$ cat config.mk
export PLATFORM = sky130hd
export DESIGN_NAME = dls_status
export DESIGN_NICKNAME = d
export VERILOG_FILES = /design/src/rtl/dls_pkg.sv /design/src/rtl/dls_status.sv
export SDC_FILE = /design/constraint.sdc
export NUM_CORES = 1
export LEC_CHECK = 0
export ABC_AREA = 1
export BUFFER_PORTS_ARGS = -buffer_cell sky130_fd_sc_hd__buf_2
export CORE_MARGIN = 1.5
export CORE_UTILIZATION = 44
export CTS_BUF_LIST = sky130_fd_sc_hd__clkbuf_8
export DETAILED_ROUTE_END_ITERATION = 7
export PLACE_DENSITY = 0.83
export REMOVE_ABC_BUFFERS = 1
export SYNTH_ARGS = -nofsm -noshare
export SYNTH_HDL_FRONTEND = slang
export SYNTH_SLANG_ARGS = --single-unit
$ cat constraint.sdc
create_clock -name clk_sys -period 1.47 [get_ports clk_sys]
set_input_delay 0.2205 -clock clk_sys [delete_from_list [all_inputs] [get_ports clk_sys]]
set_output_delay 0.2205 -clock clk_sys [all_outputs]
set_load 0.03 [all_outputs]
$ cat src/rtl/dls_pkg.sv
// Function
// - Set write activity flag after the write command end bit.
// - Set write activity flag when software resumes a halted write.
// - Clear write activity flag after CRC status of the last block.
// - With halt request pending, clear write flag after CRC status of that block.
// - Write flag falling through a halt request raises block gap event.
// - Write flag is one while write data is held, zero otherwise.
// - Bit 02 reports whether a card data line is in use.
// - Set data line flag after the read command end bit.
// - Set data line flag when software resumes a halted read.
// - Clear data line flag at end bit of the last read block.
// - Clear data line flag when a read halts at a block gap.
// - Read data line flag falling through halt raises block gap event.
// - Halt read at next block gap by read-wait or card clock stop.
// - Read-wait already driven for a full buffer may simply stay driven.
// - Read-wait signalling is supported for suspend and resume.
// - Write data line flag falling raises transfer complete event.
// - Clear write data line flag when card releases busy after last or halted block.
// - No busy within 8 card clocks means the card is not busy.
// - Data command inhibit is data line flag OR read activity flag.
package dls_pkg;

  localparam logic [3:0] ADDR_STATUS = 4'h0;
  localparam logic [3:0] ADDR_CTRL = 4'h4;
  localparam logic [3:0] ADDR_EVENT = 4'h8;

  localparam int ST_INHIBIT_BIT = 1;
  localparam int ST_DLINE_BIT = 2;
  localparam int ST_WRACT_BIT = 8;
  localparam int ST_RDACT_BIT = 9;

  localparam int CTRL_HALT_BIT = 0;
  localparam int CTRL_RESUME_BIT = 1;
  localparam int CTRL_RDWAIT_BIT = 2;
  localparam logic CTRL_RDWAIT_RST = 1'b1;

  localparam int EVT_GAP_BIT = 0;
  localparam int EVT_DONE_BIT = 1;

  localparam logic [3:0] BUSY_WAIT_CLKS = 4'h8;

  typedef enum logic [1:0] {
    W_IDLE = 2'b00,
    W_XFER = 2'b01,
    W_BUSY = 2'b11,
    W_HALT = 2'b10
  } dls_wr_t;

  typedef enum logic [1:0] {
    R_IDLE = 2'b00,
    R_XFER = 2'b01,
    R_HALT = 2'b11
  } dls_rd_t;

  typedef struct packed {
    logic wrCmdEnd;
    logic rdCmdEnd;
    logic crcStatus;
    logic rdBlockEnd;
    logic lastBlock;
    logic bufFull;
    logic readXferActive;
  } dls_card_evt_t;

  typedef struct packed {
    logic waitReq;
    logic [31:0] rdData;
    dls_wr_t wrState;
    dls_rd_t rdState;
    logic wrActive;
    logic dataLine;
    logic inhibit;
    logic haltReq;
    logic rdWaitEn;
    logic [1:0] evtSticky;
    logic gapPulse;
    logic donePulse;
    logic dat2Oe;
    logic cardClkEn;
    logic busySeen;
    logic gapHalt;
    logic [3:0] busyCnt;
    logic [2:0] clkSync;
    logic [1:0] dat0Sync;
  } dls_state_t;

endpackage

$ cat src/rtl/dls_status.sv
`timescale 1ns/1ps
module dls_status
  import dls_pkg::*;
(
  input wire logic clk_sys,
  input wire logic arst_n,
  input wire logic [3:0] avs_address,
  input wire logic avs_read,
  input wire logic avs_write,
  input wire logic [31:0] avs_writedata,
  output logic [31:0] avs_readdata,
  output logic avs_waitrequest,
  input wire dls_card_evt_t cardEvt,
  input wire logic cardClkIn,
  input wire logic dat0In,
  output logic dat2Out,
  output logic dat2Oe,
  output logic cardClkEn,
  output logic wrActive,
  output logic dataLineActive,
  output logic dataCmdInhibit,
  output logic blockGapEvt,
  output logic xferCompleteEvt
);

  dls_state_t cur_ff;
  dls_state_t nxt_st;

  logic busRd;
  logic busWr;
  logic resumeReq;
  logic cardRise;
  logic cardBusy;

  always_comb begin
    nxt_st = cur_ff;
    busRd = avs_read && cur_ff.waitReq;
    busWr = avs_write && !cur_ff.waitReq;
    resumeReq = 1'b0;
    // Only the last two sync stages feed logic
    cardRise = cur_ff.clkSync[1] && !cur_ff.clkSync[2];
    cardBusy = !cur_ff.dat0Sync[1];
    nxt_st.clkSync = {cur_ff.clkSync[1:0], cardClkIn};
    nxt_st.dat0Sync = {cur_ff.dat0Sync[0], dat0In};
    nxt_st.gapPulse = 1'b0;
    nxt_st.donePulse = 1'b0;

    // One wait cycle per access; the word is latched while waitrequest is still high
    nxt_st.waitReq = !((avs_read || avs_write) && cur_ff.waitReq);
    if (busRd) begin
      nxt_st.rdData = 32'h0000_0000;
      if (avs_address == ADDR_STATUS) begin
        nxt_st.rdData[ST_INHIBIT_BIT] = cur_ff.inhibit;
        nxt_st.rdData[ST_DLINE_BIT] = cur_ff.dataLine;
        nxt_st.rdData[ST_WRACT_BIT] = cur_ff.wrActive;
        nxt_st.rdData[ST_RDACT_BIT] = cardEvt.readXferActive;
      end else if (avs_address == ADDR_CTRL) begin
        nxt_st.rdData[CTRL_HALT_BIT] = cur_ff.haltReq;
        nxt_st.rdData[CTRL_RDWAIT_BIT] = cur_ff.rdWaitEn;
      end else if (avs_address == ADDR_EVENT) begin
        nxt_st.rdData[1:0] = cur_ff.evtSticky;
      end
    end
    // Status word has no write path at all
    if (busWr) begin
      if (avs_address == ADDR_CTRL) begin
        nxt_st.haltReq = avs_writedata[CTRL_HALT_BIT];
        nxt_st.rdWaitEn = avs_writedata[CTRL_RDWAIT_BIT];
        resumeReq = avs_writedata[CTRL_RESUME_BIT];
      end else if (avs_address == ADDR_EVENT) begin
        nxt_st.evtSticky = cur_ff.evtSticky & ~avs_writedata[1:0];
      end
    end

    case (cur_ff.wrState)
      W_IDLE: begin
        if (cardEvt.wrCmdEnd) begin
          nxt_st.wrState = W_XFER;
          nxt_st.wrActive = 1'b1;
          nxt_st.dataLine = 1'b1;
        end
      end
      W_XFER: begin
        if (cardEvt.crcStatus && (cardEvt.lastBlock || cur_ff.haltReq)) begin
          nxt_st.wrState = W_BUSY;
          nxt_st.wrActive = 1'b0;
          nxt_st.busySeen = 1'b0;
          nxt_st.busyCnt = 4'h0;
          nxt_st.gapHalt = !cardEvt.lastBlock;
          if (!cardEvt.lastBlock) begin
            nxt_st.gapPulse = 1'b1;
          end
        end
      end
      W_BUSY: begin
        if (cardBusy) begin
          nxt_st.busySeen = 1'b1;
        end else if (cur_ff.busySeen || (cardRise && cur_ff.busyCnt == BUSY_WAIT_CLKS - 4'h1)) begin
          nxt_st.wrState = cur_ff.gapHalt ? W_HALT : W_IDLE;
          nxt_st.dataLine = 1'b0;
          nxt_st.donePulse = 1'b1;
        end else if (cardRise) begin
          nxt_st.busyCnt = cur_ff.busyCnt + 4'h1;
        end
      end
      W_HALT: begin
        if (resumeReq) begin
          nxt_st.wrState = W_XFER;
          nxt_st.wrActive = 1'b1;
          nxt_st.dataLine = 1'b1;
        end
      end
      default: nxt_st.wrState = W_IDLE;
    endcase

    case (cur_ff.rdState)
      R_IDLE: begin
        if (cardEvt.rdCmdEnd) begin
          nxt_st.rdState = R_XFER;
          nxt_st.dataLine = 1'b1;
        end
      end
      R_XFER: begin
        // Read-wait for a full buffer only where the card honours it
        nxt_st.dat2Oe = cardEvt.bufFull && cur_ff.rdWaitEn;
        if (cardEvt.rdBlockEnd && cardEvt.lastBlock) begin
          nxt_st.rdState = R_IDLE;
          nxt_st.dataLine = 1'b0;
          nxt_st.dat2Oe = 1'b0;
        end else if (cardEvt.rdBlockEnd && cur_ff.haltReq) begin
          nxt_st.rdState = R_HALT;
          nxt_st.dataLine = 1'b0;
          nxt_st.gapPulse = 1'b1;
          nxt_st.dat2Oe = cur_ff.rdWaitEn || cur_ff.dat2Oe;
          nxt_st.cardClkEn = cur_ff.rdWaitEn || cur_ff.dat2Oe;
        end
      end
      R_HALT: begin
        if (resumeReq) begin
          nxt_st.rdState = R_XFER;
          nxt_st.dataLine = 1'b1;
          nxt_st.dat2Oe = 1'b0;
          nxt_st.cardClkEn = 1'b1;
        end
      end
      default: nxt_st.rdState = R_IDLE;
    endcase

    // Set wins over a same-cycle software clear
    if (nxt_st.gapPulse) begin
      nxt_st.evtSticky[EVT_GAP_BIT] = 1'b1;
    end
    if (nxt_st.donePulse) begin
      nxt_st.evtSticky[EVT_DONE_BIT] = 1'b1;
    end
    nxt_st.inhibit = nxt_st.dataLine || cardEvt.readXferActive;
  end

  always_ff @(posedge clk_sys or negedge arst_n) begin
    if (!arst_n) begin
      cur_ff <= '0;
      cur_ff.waitReq <= 1'b1;
      cur_ff.wrState <= W_IDLE;
      cur_ff.rdState <= R_IDLE;
      cur_ff.rdWaitEn <= CTRL_RDWAIT_RST;
      cur_ff.cardClkEn <= 1'b1;
      cur_ff.clkSync <= 3'h0;
      cur_ff.dat0Sync <= 2'h3;
    end else begin
      cur_ff <= nxt_st;
    end
  end

  assign avs_readdata = cur_ff.rdData;
  assign avs_waitrequest = cur_ff.waitReq;
  // Read-wait pulls the data line low; only the enable moves
  assign dat2Out = 1'b0;
  assign dat2Oe = cur_ff.dat2Oe;
  assign cardClkEn = cur_ff.cardClkEn;
  assign wrActive = cur_ff.wrActive;
  assign dataLineActive = cur_ff.dataLine;
  assign dataCmdInhibit = cur_ff.inhibit;
  assign blockGapEvt = cur_ff.gapPulse;
  assign xferCompleteEvt = cur_ff.donePulse;

  a_write_set: assert property (@(posedge clk_sys) disable iff (!arst_n)
    (cur_ff.wrState == W_IDLE && cardEvt.wrCmdEnd) |=> (wrActive && dataLineActive))
    else $error("write flag not set after command end");

  a_write_resume: assert property (@(posedge clk_sys) disable iff (!arst_n)
    (cur_ff.wrState == W_HALT && busWr && avs_address == ADDR_CTRL && avs_writedata[CTRL_RESUME_BIT])
    |=> (wrActive && cur_ff.wrState == W_XFER))
    else $error("write flag not set on resume");

  a_write_clear: assert property (@(posedge clk_sys) disable iff (!arst_n)
    (cur_ff.wrState == W_XFER && cardEvt.crcStatus && cardEvt.lastBlock)
    |=> (!wrActive && dataLineActive && !blockGapEvt))
    else $error("write flag not cleared after last CRC status");

  a_write_gap: assert property (@(posedge clk_sys) disable iff (!arst_n)
    (cur_ff.wrState == W_XFER && cardEvt.crcStatus && !cardEvt.lastBlock && cur_ff.haltReq)
    |=> (!wrActive && blockGapEvt) ##1 !blockGapEvt)
    else $error("block gap event missing on halted write");

  a_busy_timeout: assert property (@(posedge clk_sys) disable iff (!arst_n)
    (cur_ff.wrState == W_BUSY && !cur_ff.busySeen && !cardBusy && cardRise
      && cur_ff.busyCnt == BUSY_WAIT_CLKS - 4'h1)
    |=> (xferCompleteEvt && !dataLineActive))
    else $error("busy timeout did not end transfer");

  a_read_set: assert property (@(posedge clk_sys) disable iff (!arst_n)
    (cur_ff.rdState == R_IDLE && cardEvt.rdCmdEnd) |=> dataLineActive)
    else $error("data line flag not set after read command");

  a_read_halt: assert property (@(posedge clk_sys) disable iff (!arst_n)
    (cur_ff.rdState == R_XFER && cardEvt.rdBlockEnd && !cardEvt.lastBlock && cur_ff.haltReq)
    |=> (!dataLineActive && blockGapEvt && (dat2Oe || !cardClkEn)))
    else $error("read not halted at block gap");

  a_inhibit_or: assert property (@(posedge clk_sys) disable iff (!arst_n)
    ##1 (dataCmdInhibit == (dataLineActive || $past(cardEvt.readXferActive))))
    else $error("inhibit is not the OR of activity flags");

  a_reserved_zero: assert property (@(posedge clk_sys) disable iff (!arst_n)
    !avs_waitrequest |-> (avs_readdata[7:3] == 5'h00))
    else $error("reserved status bits not zero");

  a_halt_write_clear: assert property (@(posedge clk_sys) disable iff (!arst_n)
    (cur_ff.wrState == W_XFER && cardEvt.crcStatus && cur_ff.haltReq)
    |=> (!wrActive && cur_ff.wrState == W_BUSY))
    else $error("write flag not cleared at halted block");

  a_write_flag_state: assert property (@(posedge clk_sys) disable iff (!arst_n)
    (wrActive
    == (cur_ff.wrState == W_XFER)))
    else $error("write flag does not follow write data held");

  a_dline_readback: assert property (@(posedge clk_sys) disable iff (!arst_n)
    (!avs_waitrequest && $past(avs_read) && $past(avs_address) == ADDR_STATUS)
    |-> (avs_readdata[ST_DLINE_BIT] == $past(dataLineActive)))
    else $error("status data line bit differs from flag");

  a_wract_readback: assert property (@(posedge clk_sys) disable iff (!arst_n)
    (!avs_waitrequest && $past(avs_read) && $past(avs_address) == ADDR_STATUS)
    |-> (avs_readdata[ST_WRACT_BIT] == $past(wrActive)))
    else $error("status write bit differs from flag");

  a_read_resume: assert property (@(posedge clk_sys) disable iff (!arst_n)
    (cur_ff.rdState == R_HALT && busWr && avs_address == ADDR_CTRL && avs_writedata[CTRL_RESUME_BIT])
    |=> (dataLineActive && !dat2Oe && cardClkEn))
    else $error("read not restarted on resume");

  a_read_end: assert property (@(posedge clk_sys) disable iff (!arst_n)
    (cur_ff.rdState == R_XFER && cardEvt.rdBlockEnd && cardEvt.lastBlock)
    |=> (!dataLineActive && !blockGapEvt && cur_ff.rdState == R_IDLE))
    else $error("data line flag not cleared at last read block");

  a_read_gap_clear: assert property (@(posedge clk_sys) disable iff (!arst_n)
    (cur_ff.rdState == R_XFER && cardEvt.rdBlockEnd && !cardEvt.lastBlock && cur_ff.haltReq)
    |=> (!dataLineActive && cur_ff.rdState == R_HALT))
    else $error("data line flag not cleared at read halt");

  a_read_gap_pulse: assert property (@(posedge clk_sys) disable iff (!arst_n)
    (cur_ff.rdState == R_XFER && cardEvt.rdBlockEnd && !cardEvt.lastBlock && cur_ff.haltReq)
    |=> blockGapEvt ##1 !blockGapEvt)
    else $error("block gap event missing on halted read");

  a_rdwait_keep: assert property (@(posedge clk_sys) disable iff (!arst_n)
    (cur_ff.rdState == R_XFER && cardEvt.rdBlockEnd && !cardEvt.lastBlock && cur_ff.haltReq
      && dat2Oe) |=> dat2Oe)
    else $error("read-wait dropped at block gap");

  a_rdwait_halt: assert property (@(posedge clk_sys) disable iff (!arst_n)
    (cur_ff.rdState == R_XFER && cardEvt.rdBlockEnd && !cardEvt.lastBlock && cur_ff.haltReq
      && cur_ff.rdWaitEn) |=> (dat2Oe && cardClkEn))
    else $error("read-wait not used for halt");

  a_clock_stop: assert property (@(posedge clk_sys) disable iff (!arst_n)
    (cur_ff.rdState == R_XFER && cardEvt.rdBlockEnd && !cardEvt.lastBlock && cur_ff.haltReq
      && !cur_ff.rdWaitEn && !dat2Oe) |=> (!dat2Oe && !cardClkEn))
    else $error("card clock not stopped for halt");

  a_done_source: assert property (@(posedge clk_sys) disable iff (!arst_n)
    xferCompleteEvt
    |-> (!dataLineActive && $past(cur_ff.wrState) == W_BUSY))
    else $error("transfer complete without write data line fall");

  a_done_single: assert property (@(posedge clk_sys) disable iff (!arst_n)
    xferCompleteEvt
    |=> !xferCompleteEvt)
    else $error("transfer complete longer than one cycle");

  a_busy_release: assert property (@(posedge clk_sys) disable iff (!arst_n)
    (cur_ff.wrState == W_BUSY && cur_ff.busySeen && !cardBusy)
    |=> (!dataLineActive && xferCompleteEvt))
    else $error("data line flag not cleared on busy release");

  a_busy_hold: assert property (@(posedge clk_sys) disable iff (!arst_n)
    (cur_ff.wrState == W_BUSY && cardBusy)
    |=> (cur_ff.wrState == W_BUSY && dataLineActive))
    else $error("write ended while card busy");

  a_halt_after_gap: assert property (@(posedge clk_sys) disable iff (!arst_n)
    (xferCompleteEvt && $past(cur_ff.gapHalt))
    |-> (cur_ff.wrState == W_HALT))
    else $error("halted write did not wait for resume");

  a_last_to_idle: assert property (@(posedge clk_sys) disable iff (!arst_n)
    (xferCompleteEvt && !$past(cur_ff.gapHalt))
    |-> (cur_ff.wrState == W_IDLE))
    else $error("last block write did not return to idle");

  a_status_ro: assert property (@(posedge clk_sys) disable iff (!arst_n)
    (busWr && avs_address == ADDR_STATUS && cur_ff.wrState == W_XFER && !cardEvt.crcStatus)
    |=> wrActive)
    else $error("status write changed write flag");

  a_inhibit_dline: assert property (@(posedge clk_sys) disable iff (!arst_n)
    dataLineActive
    |-> dataCmdInhibit)
    else $error("inhibit low while data line active");

  a_busy_count: assert property (@(posedge clk_sys) disable iff (!arst_n)
    (cur_ff.wrState == W_BUSY && !cur_ff.busySeen && !cardBusy && cardRise && cur_ff.busyCnt != BUSY_WAIT_CLKS - 4'h1)
    |=> (cur_ff.wrState == W_BUSY && dataLineActive))
    else $error("busy wait ended before timeout");

  a_gap_needs_halt: assert property (@(posedge clk_sys) disable iff (!arst_n)
    blockGapEvt
    |-> (!wrActive && $past(cur_ff.haltReq)))
    else $error("block gap event without halt request");

  a_halt_waits: assert property (@(posedge clk_sys) disable iff (!arst_n)
    (cur_ff.wrState == W_HALT && !resumeReq)
    |=> (cur_ff.wrState == W_HALT && !wrActive))
    else $error("halted write left halt without resume");

  a_gap_sticky: assert property (@(posedge clk_sys) disable iff (!arst_n)
    blockGapEvt
    |-> cur_ff.evtSticky[EVT_GAP_BIT])
    else $error("block gap event not latched");

  a_done_sticky: assert property (@(posedge clk_sys) disable iff (!arst_n)
    xferCompleteEvt
    |-> cur_ff.evtSticky[EVT_DONE_BIT])
    else $error("transfer complete event not latched");

endmodule

==> summary.txt <==
status: complete, no violations
Core ar.: 4320 sq um
clock period minus worst slack: 1.46 ns
Finished Cell Area: 2280 sq um
reg2reg setup slack: 0.01 ns
layout cells sized above 1: 32.9%
Synth area leader: dfrtp_1
n_diodes: 0
DRT iter0 DRCs: 85
worst path cell trace: ha_2 -> nand2_2 -> inv_2 -> nand3_4 -> nand3_2 -> nand2_2 -> nor3_4 -> o22ai_2
Routed WL: 3830 um
Detail Route Antenna Nets: 0
final hold viol count: 0
initial antenna violation count: 0
Seq/Total Area, Yosys: 41.3%
most common cell in the netlist: nand2_1
Largest stage delay, worst path: 0.37 ns
max-cap violation count: 0
fraction of synthesized cell area in xor and xnor cells: 0.448%
area of placed instances: 2080 sq um
grt ovf: 0
post-synthesis compound-gate area fraction: 10.2%
first drt pass iteration count: 4
Synth Area in Simple Gates: 20.0%
adder-cell share of the synthesized area: 6.40%
Synth Register Bits: 32
Slew Limit Fails: 0
Die H: 69.6 um
DR WL/cell: 11.5 um
Yosys top cell area share: 34.6%
Worst R2R Path Depth: 8
Bufs on Longest Clock Path: 2
Post-route DRC: 0
Tightest Hold Check Type: primary input to flip-flop
CTS root buf: clkbuf_8
Async S/R FF share, synth: 100%
Mapped Cells: 235
worst r2r dst: cur_ff[24]
die area: 4850 sq um
element type at the critical path end: flip-flop
RSZ-0062 raised after global routing: yes
Worst Path Required: 1.63 ns
CTS tree: yes
Synth Cell Area: 1950 sq um
CP max-delay cell: dfrtp_1
largest cells by area after synthesis: dfrtp_1, buf_4, nand2_1, dfstp_2, inv_1
Clock Skew: 0.00858 ns
CP startpoint kind: flip-flop
largest family of logic cells by synthesized area: simple AND/OR/NAND/NOR gates
Area Overhead vs Synth: 16.8%
first-pass GRT wire length: 5890 um
CP Max Fanout: 3
portion of netlist area occupied by mux cells: 1.66%
clock sink total: 32
H-tree levels: 2
Synth Flop Type: dfrtp_1
Tot GR Track Use: 15.1%
VDD IR max: 912 uV
detailed-route via count: 1580
Worst-Skew Late Latency: 0.29 ns
kind of cell adding the most delay to the critical path: simple AND/OR/NAND/NOR gates
reg-to-reg startpoint: cur_ff[6]
Yosys Warn Count: 0
PortBufs: 32
CP bufs+invs: 1
Cell Rows: 24
total CTS buffers: 5
Finish-stage setup viols: 0
EDFF count, synth: 0
setup TNS: 0 ns
dpl hpwl: 2690 um
CTS clk-pin slew, worst paths: 0.06 ns
Power Density: 1740 nW/um^2
vias in the first global route: 1468
crit path to: cur_ff[24]
hold slack final: 0.0333 ns
Initial Util: 45.2%
die width: 69.6 um
Arr. time, crit path: 1.62 ns
Cell variety after synth: 30
Crit. path cell count: 8
f_max: 685 MHz
crit path kind: flip-flop to flip-flop
top post-synthesis cells by count: nand2_1, inv_1, buf_4
Via-to-Cell Ratio: 4.76
Avg Cell Area, Syn: 8.32 sq um
cell mode on critical path: nand2_2
final period utilization: 99.3%
CP startpoint: cur_ff[6]
Leak Pwr: 1.23 nW
largest net degree at the start of global routing: 33
Placer Congestion: 0.805
number of I/O pins: 90
fin nets: 338
-- final cells by class --
type,count,area (sq um)
clock buffer,5,68.8
fill,401,2040
sequential,32,810
tap,52,65.1
multi-input combinational,160,942
clock inverter,3,12.5
timing repair buffer,43,245
inverter,37,139
-- state kept, by name (all words and copies together), names as in the netlist --
signal	flops
cur_ff	19
avs_readdata	5
avs_waitrequest	1
blockGapEvt	1
cardClkEn	1
dat2Oe	1
dataCmdInhibit	1
dataLineActive	1
wrActive	1
xferCompleteEvt	1
-- cell usage in the layout (no fill, tap or decap), drive strengths merged, types with 2 or more instances in the layout --
cell type,instances
a21oi,6
buf,42
clkbuf,5
conb,28
dfrtp,27
dfstp,5
ha,10
inv,39
mux2,2
nand2,46
nand3,12
nand4,2
nor2,21
nor3,2
o21ai,21
o22ai,2
o31ai,2
-- per-layer routing --
metal  vias to the layer above  wire length [um]  global-route usage [%]
met2                        63              1850                    25.7
li1                        769                 -                       -
met1                       736              1620                    17.7
met4                         0                82                    7.05
met5                         -                 0                       0
met3                        12               269                    4.07
-- cell families (layout without fill, tap and decap cells) --
family | after synthesis | count (layout)
multiplexers | 3 | 3
other | 1 | 28
buffers and inverters | 70 | 88
AO/OA/AOI/OAI | 35 | 35
flip-flops | 32 | 32
XOR/XNOR | 1 | 1
adder cells (fa/ha/maj) | 10 | 10
AND/OR/NAND/NOR | 83 | 83
-- where the power goes --
| group | switching [W] | leakage (nW) | total, W | internal [W] |
|---|---|---|---|---|
| registers | 0.000184 | 0.387 | 0.00133 | 0.00114 |
| clock network | 0.000314 | 0.0505 | 0.000632 | 0.000318 |
| logic | 0.00129 | 0.795 | 0.00202 | 0.000728 |
| total | 0.00179 | 1.23 | 0.00398 | 0.00219 |
-- timing repair --
| item | in CTS | in global routing |
|---|---|---|
| hold buffers | 1 | 0 |
| buffers inserted | 1 | 3 |
| resized for setup | 2 | 27 |
| endpoints found under the hold margin | 27 | 0 |
| endpoints found under the setup margin | 5 | 14 |
| pin swaps | 1 | 11 |
-- stage by stage --
stage / power [W] / worst slack, ns / utilization, % / std cells
finish: 0.00398 / 0.00997 / 52.8 / 332
floorplan: 0.00266 / 0.108 / - / 229
CTS: 0.00379 / 0.0239 / 50.4 / 329
global route: 0.00427 / -0.0820 / 52.8 / 332
detailed placement: 0.00311 / -0.0131 / 48.1 / 319
global placement: 0.00305 / 0.0189 / 48.1 / 319
-- worst min-delay path by stage --
stage / depth (start not counted) / from / slack, ns / to
floorplan: 0 / arst_n / -0.08 / avs_readdata[0]
global placement: 2 / arst_n / 0.27 / cur_ff[2]
detailed placement: 2 / arst_n / 0.27 / cur_ff[2]
CTS: 1 / dat0In / 0.02 / cur_ff[0]
global route: 1 / dat0In / 0.02 / cur_ff[0]
finish: 1 / dat0In / 0.03 / cur_ff[0]
No activity file was read; power rests on OpenSTA's default activity.
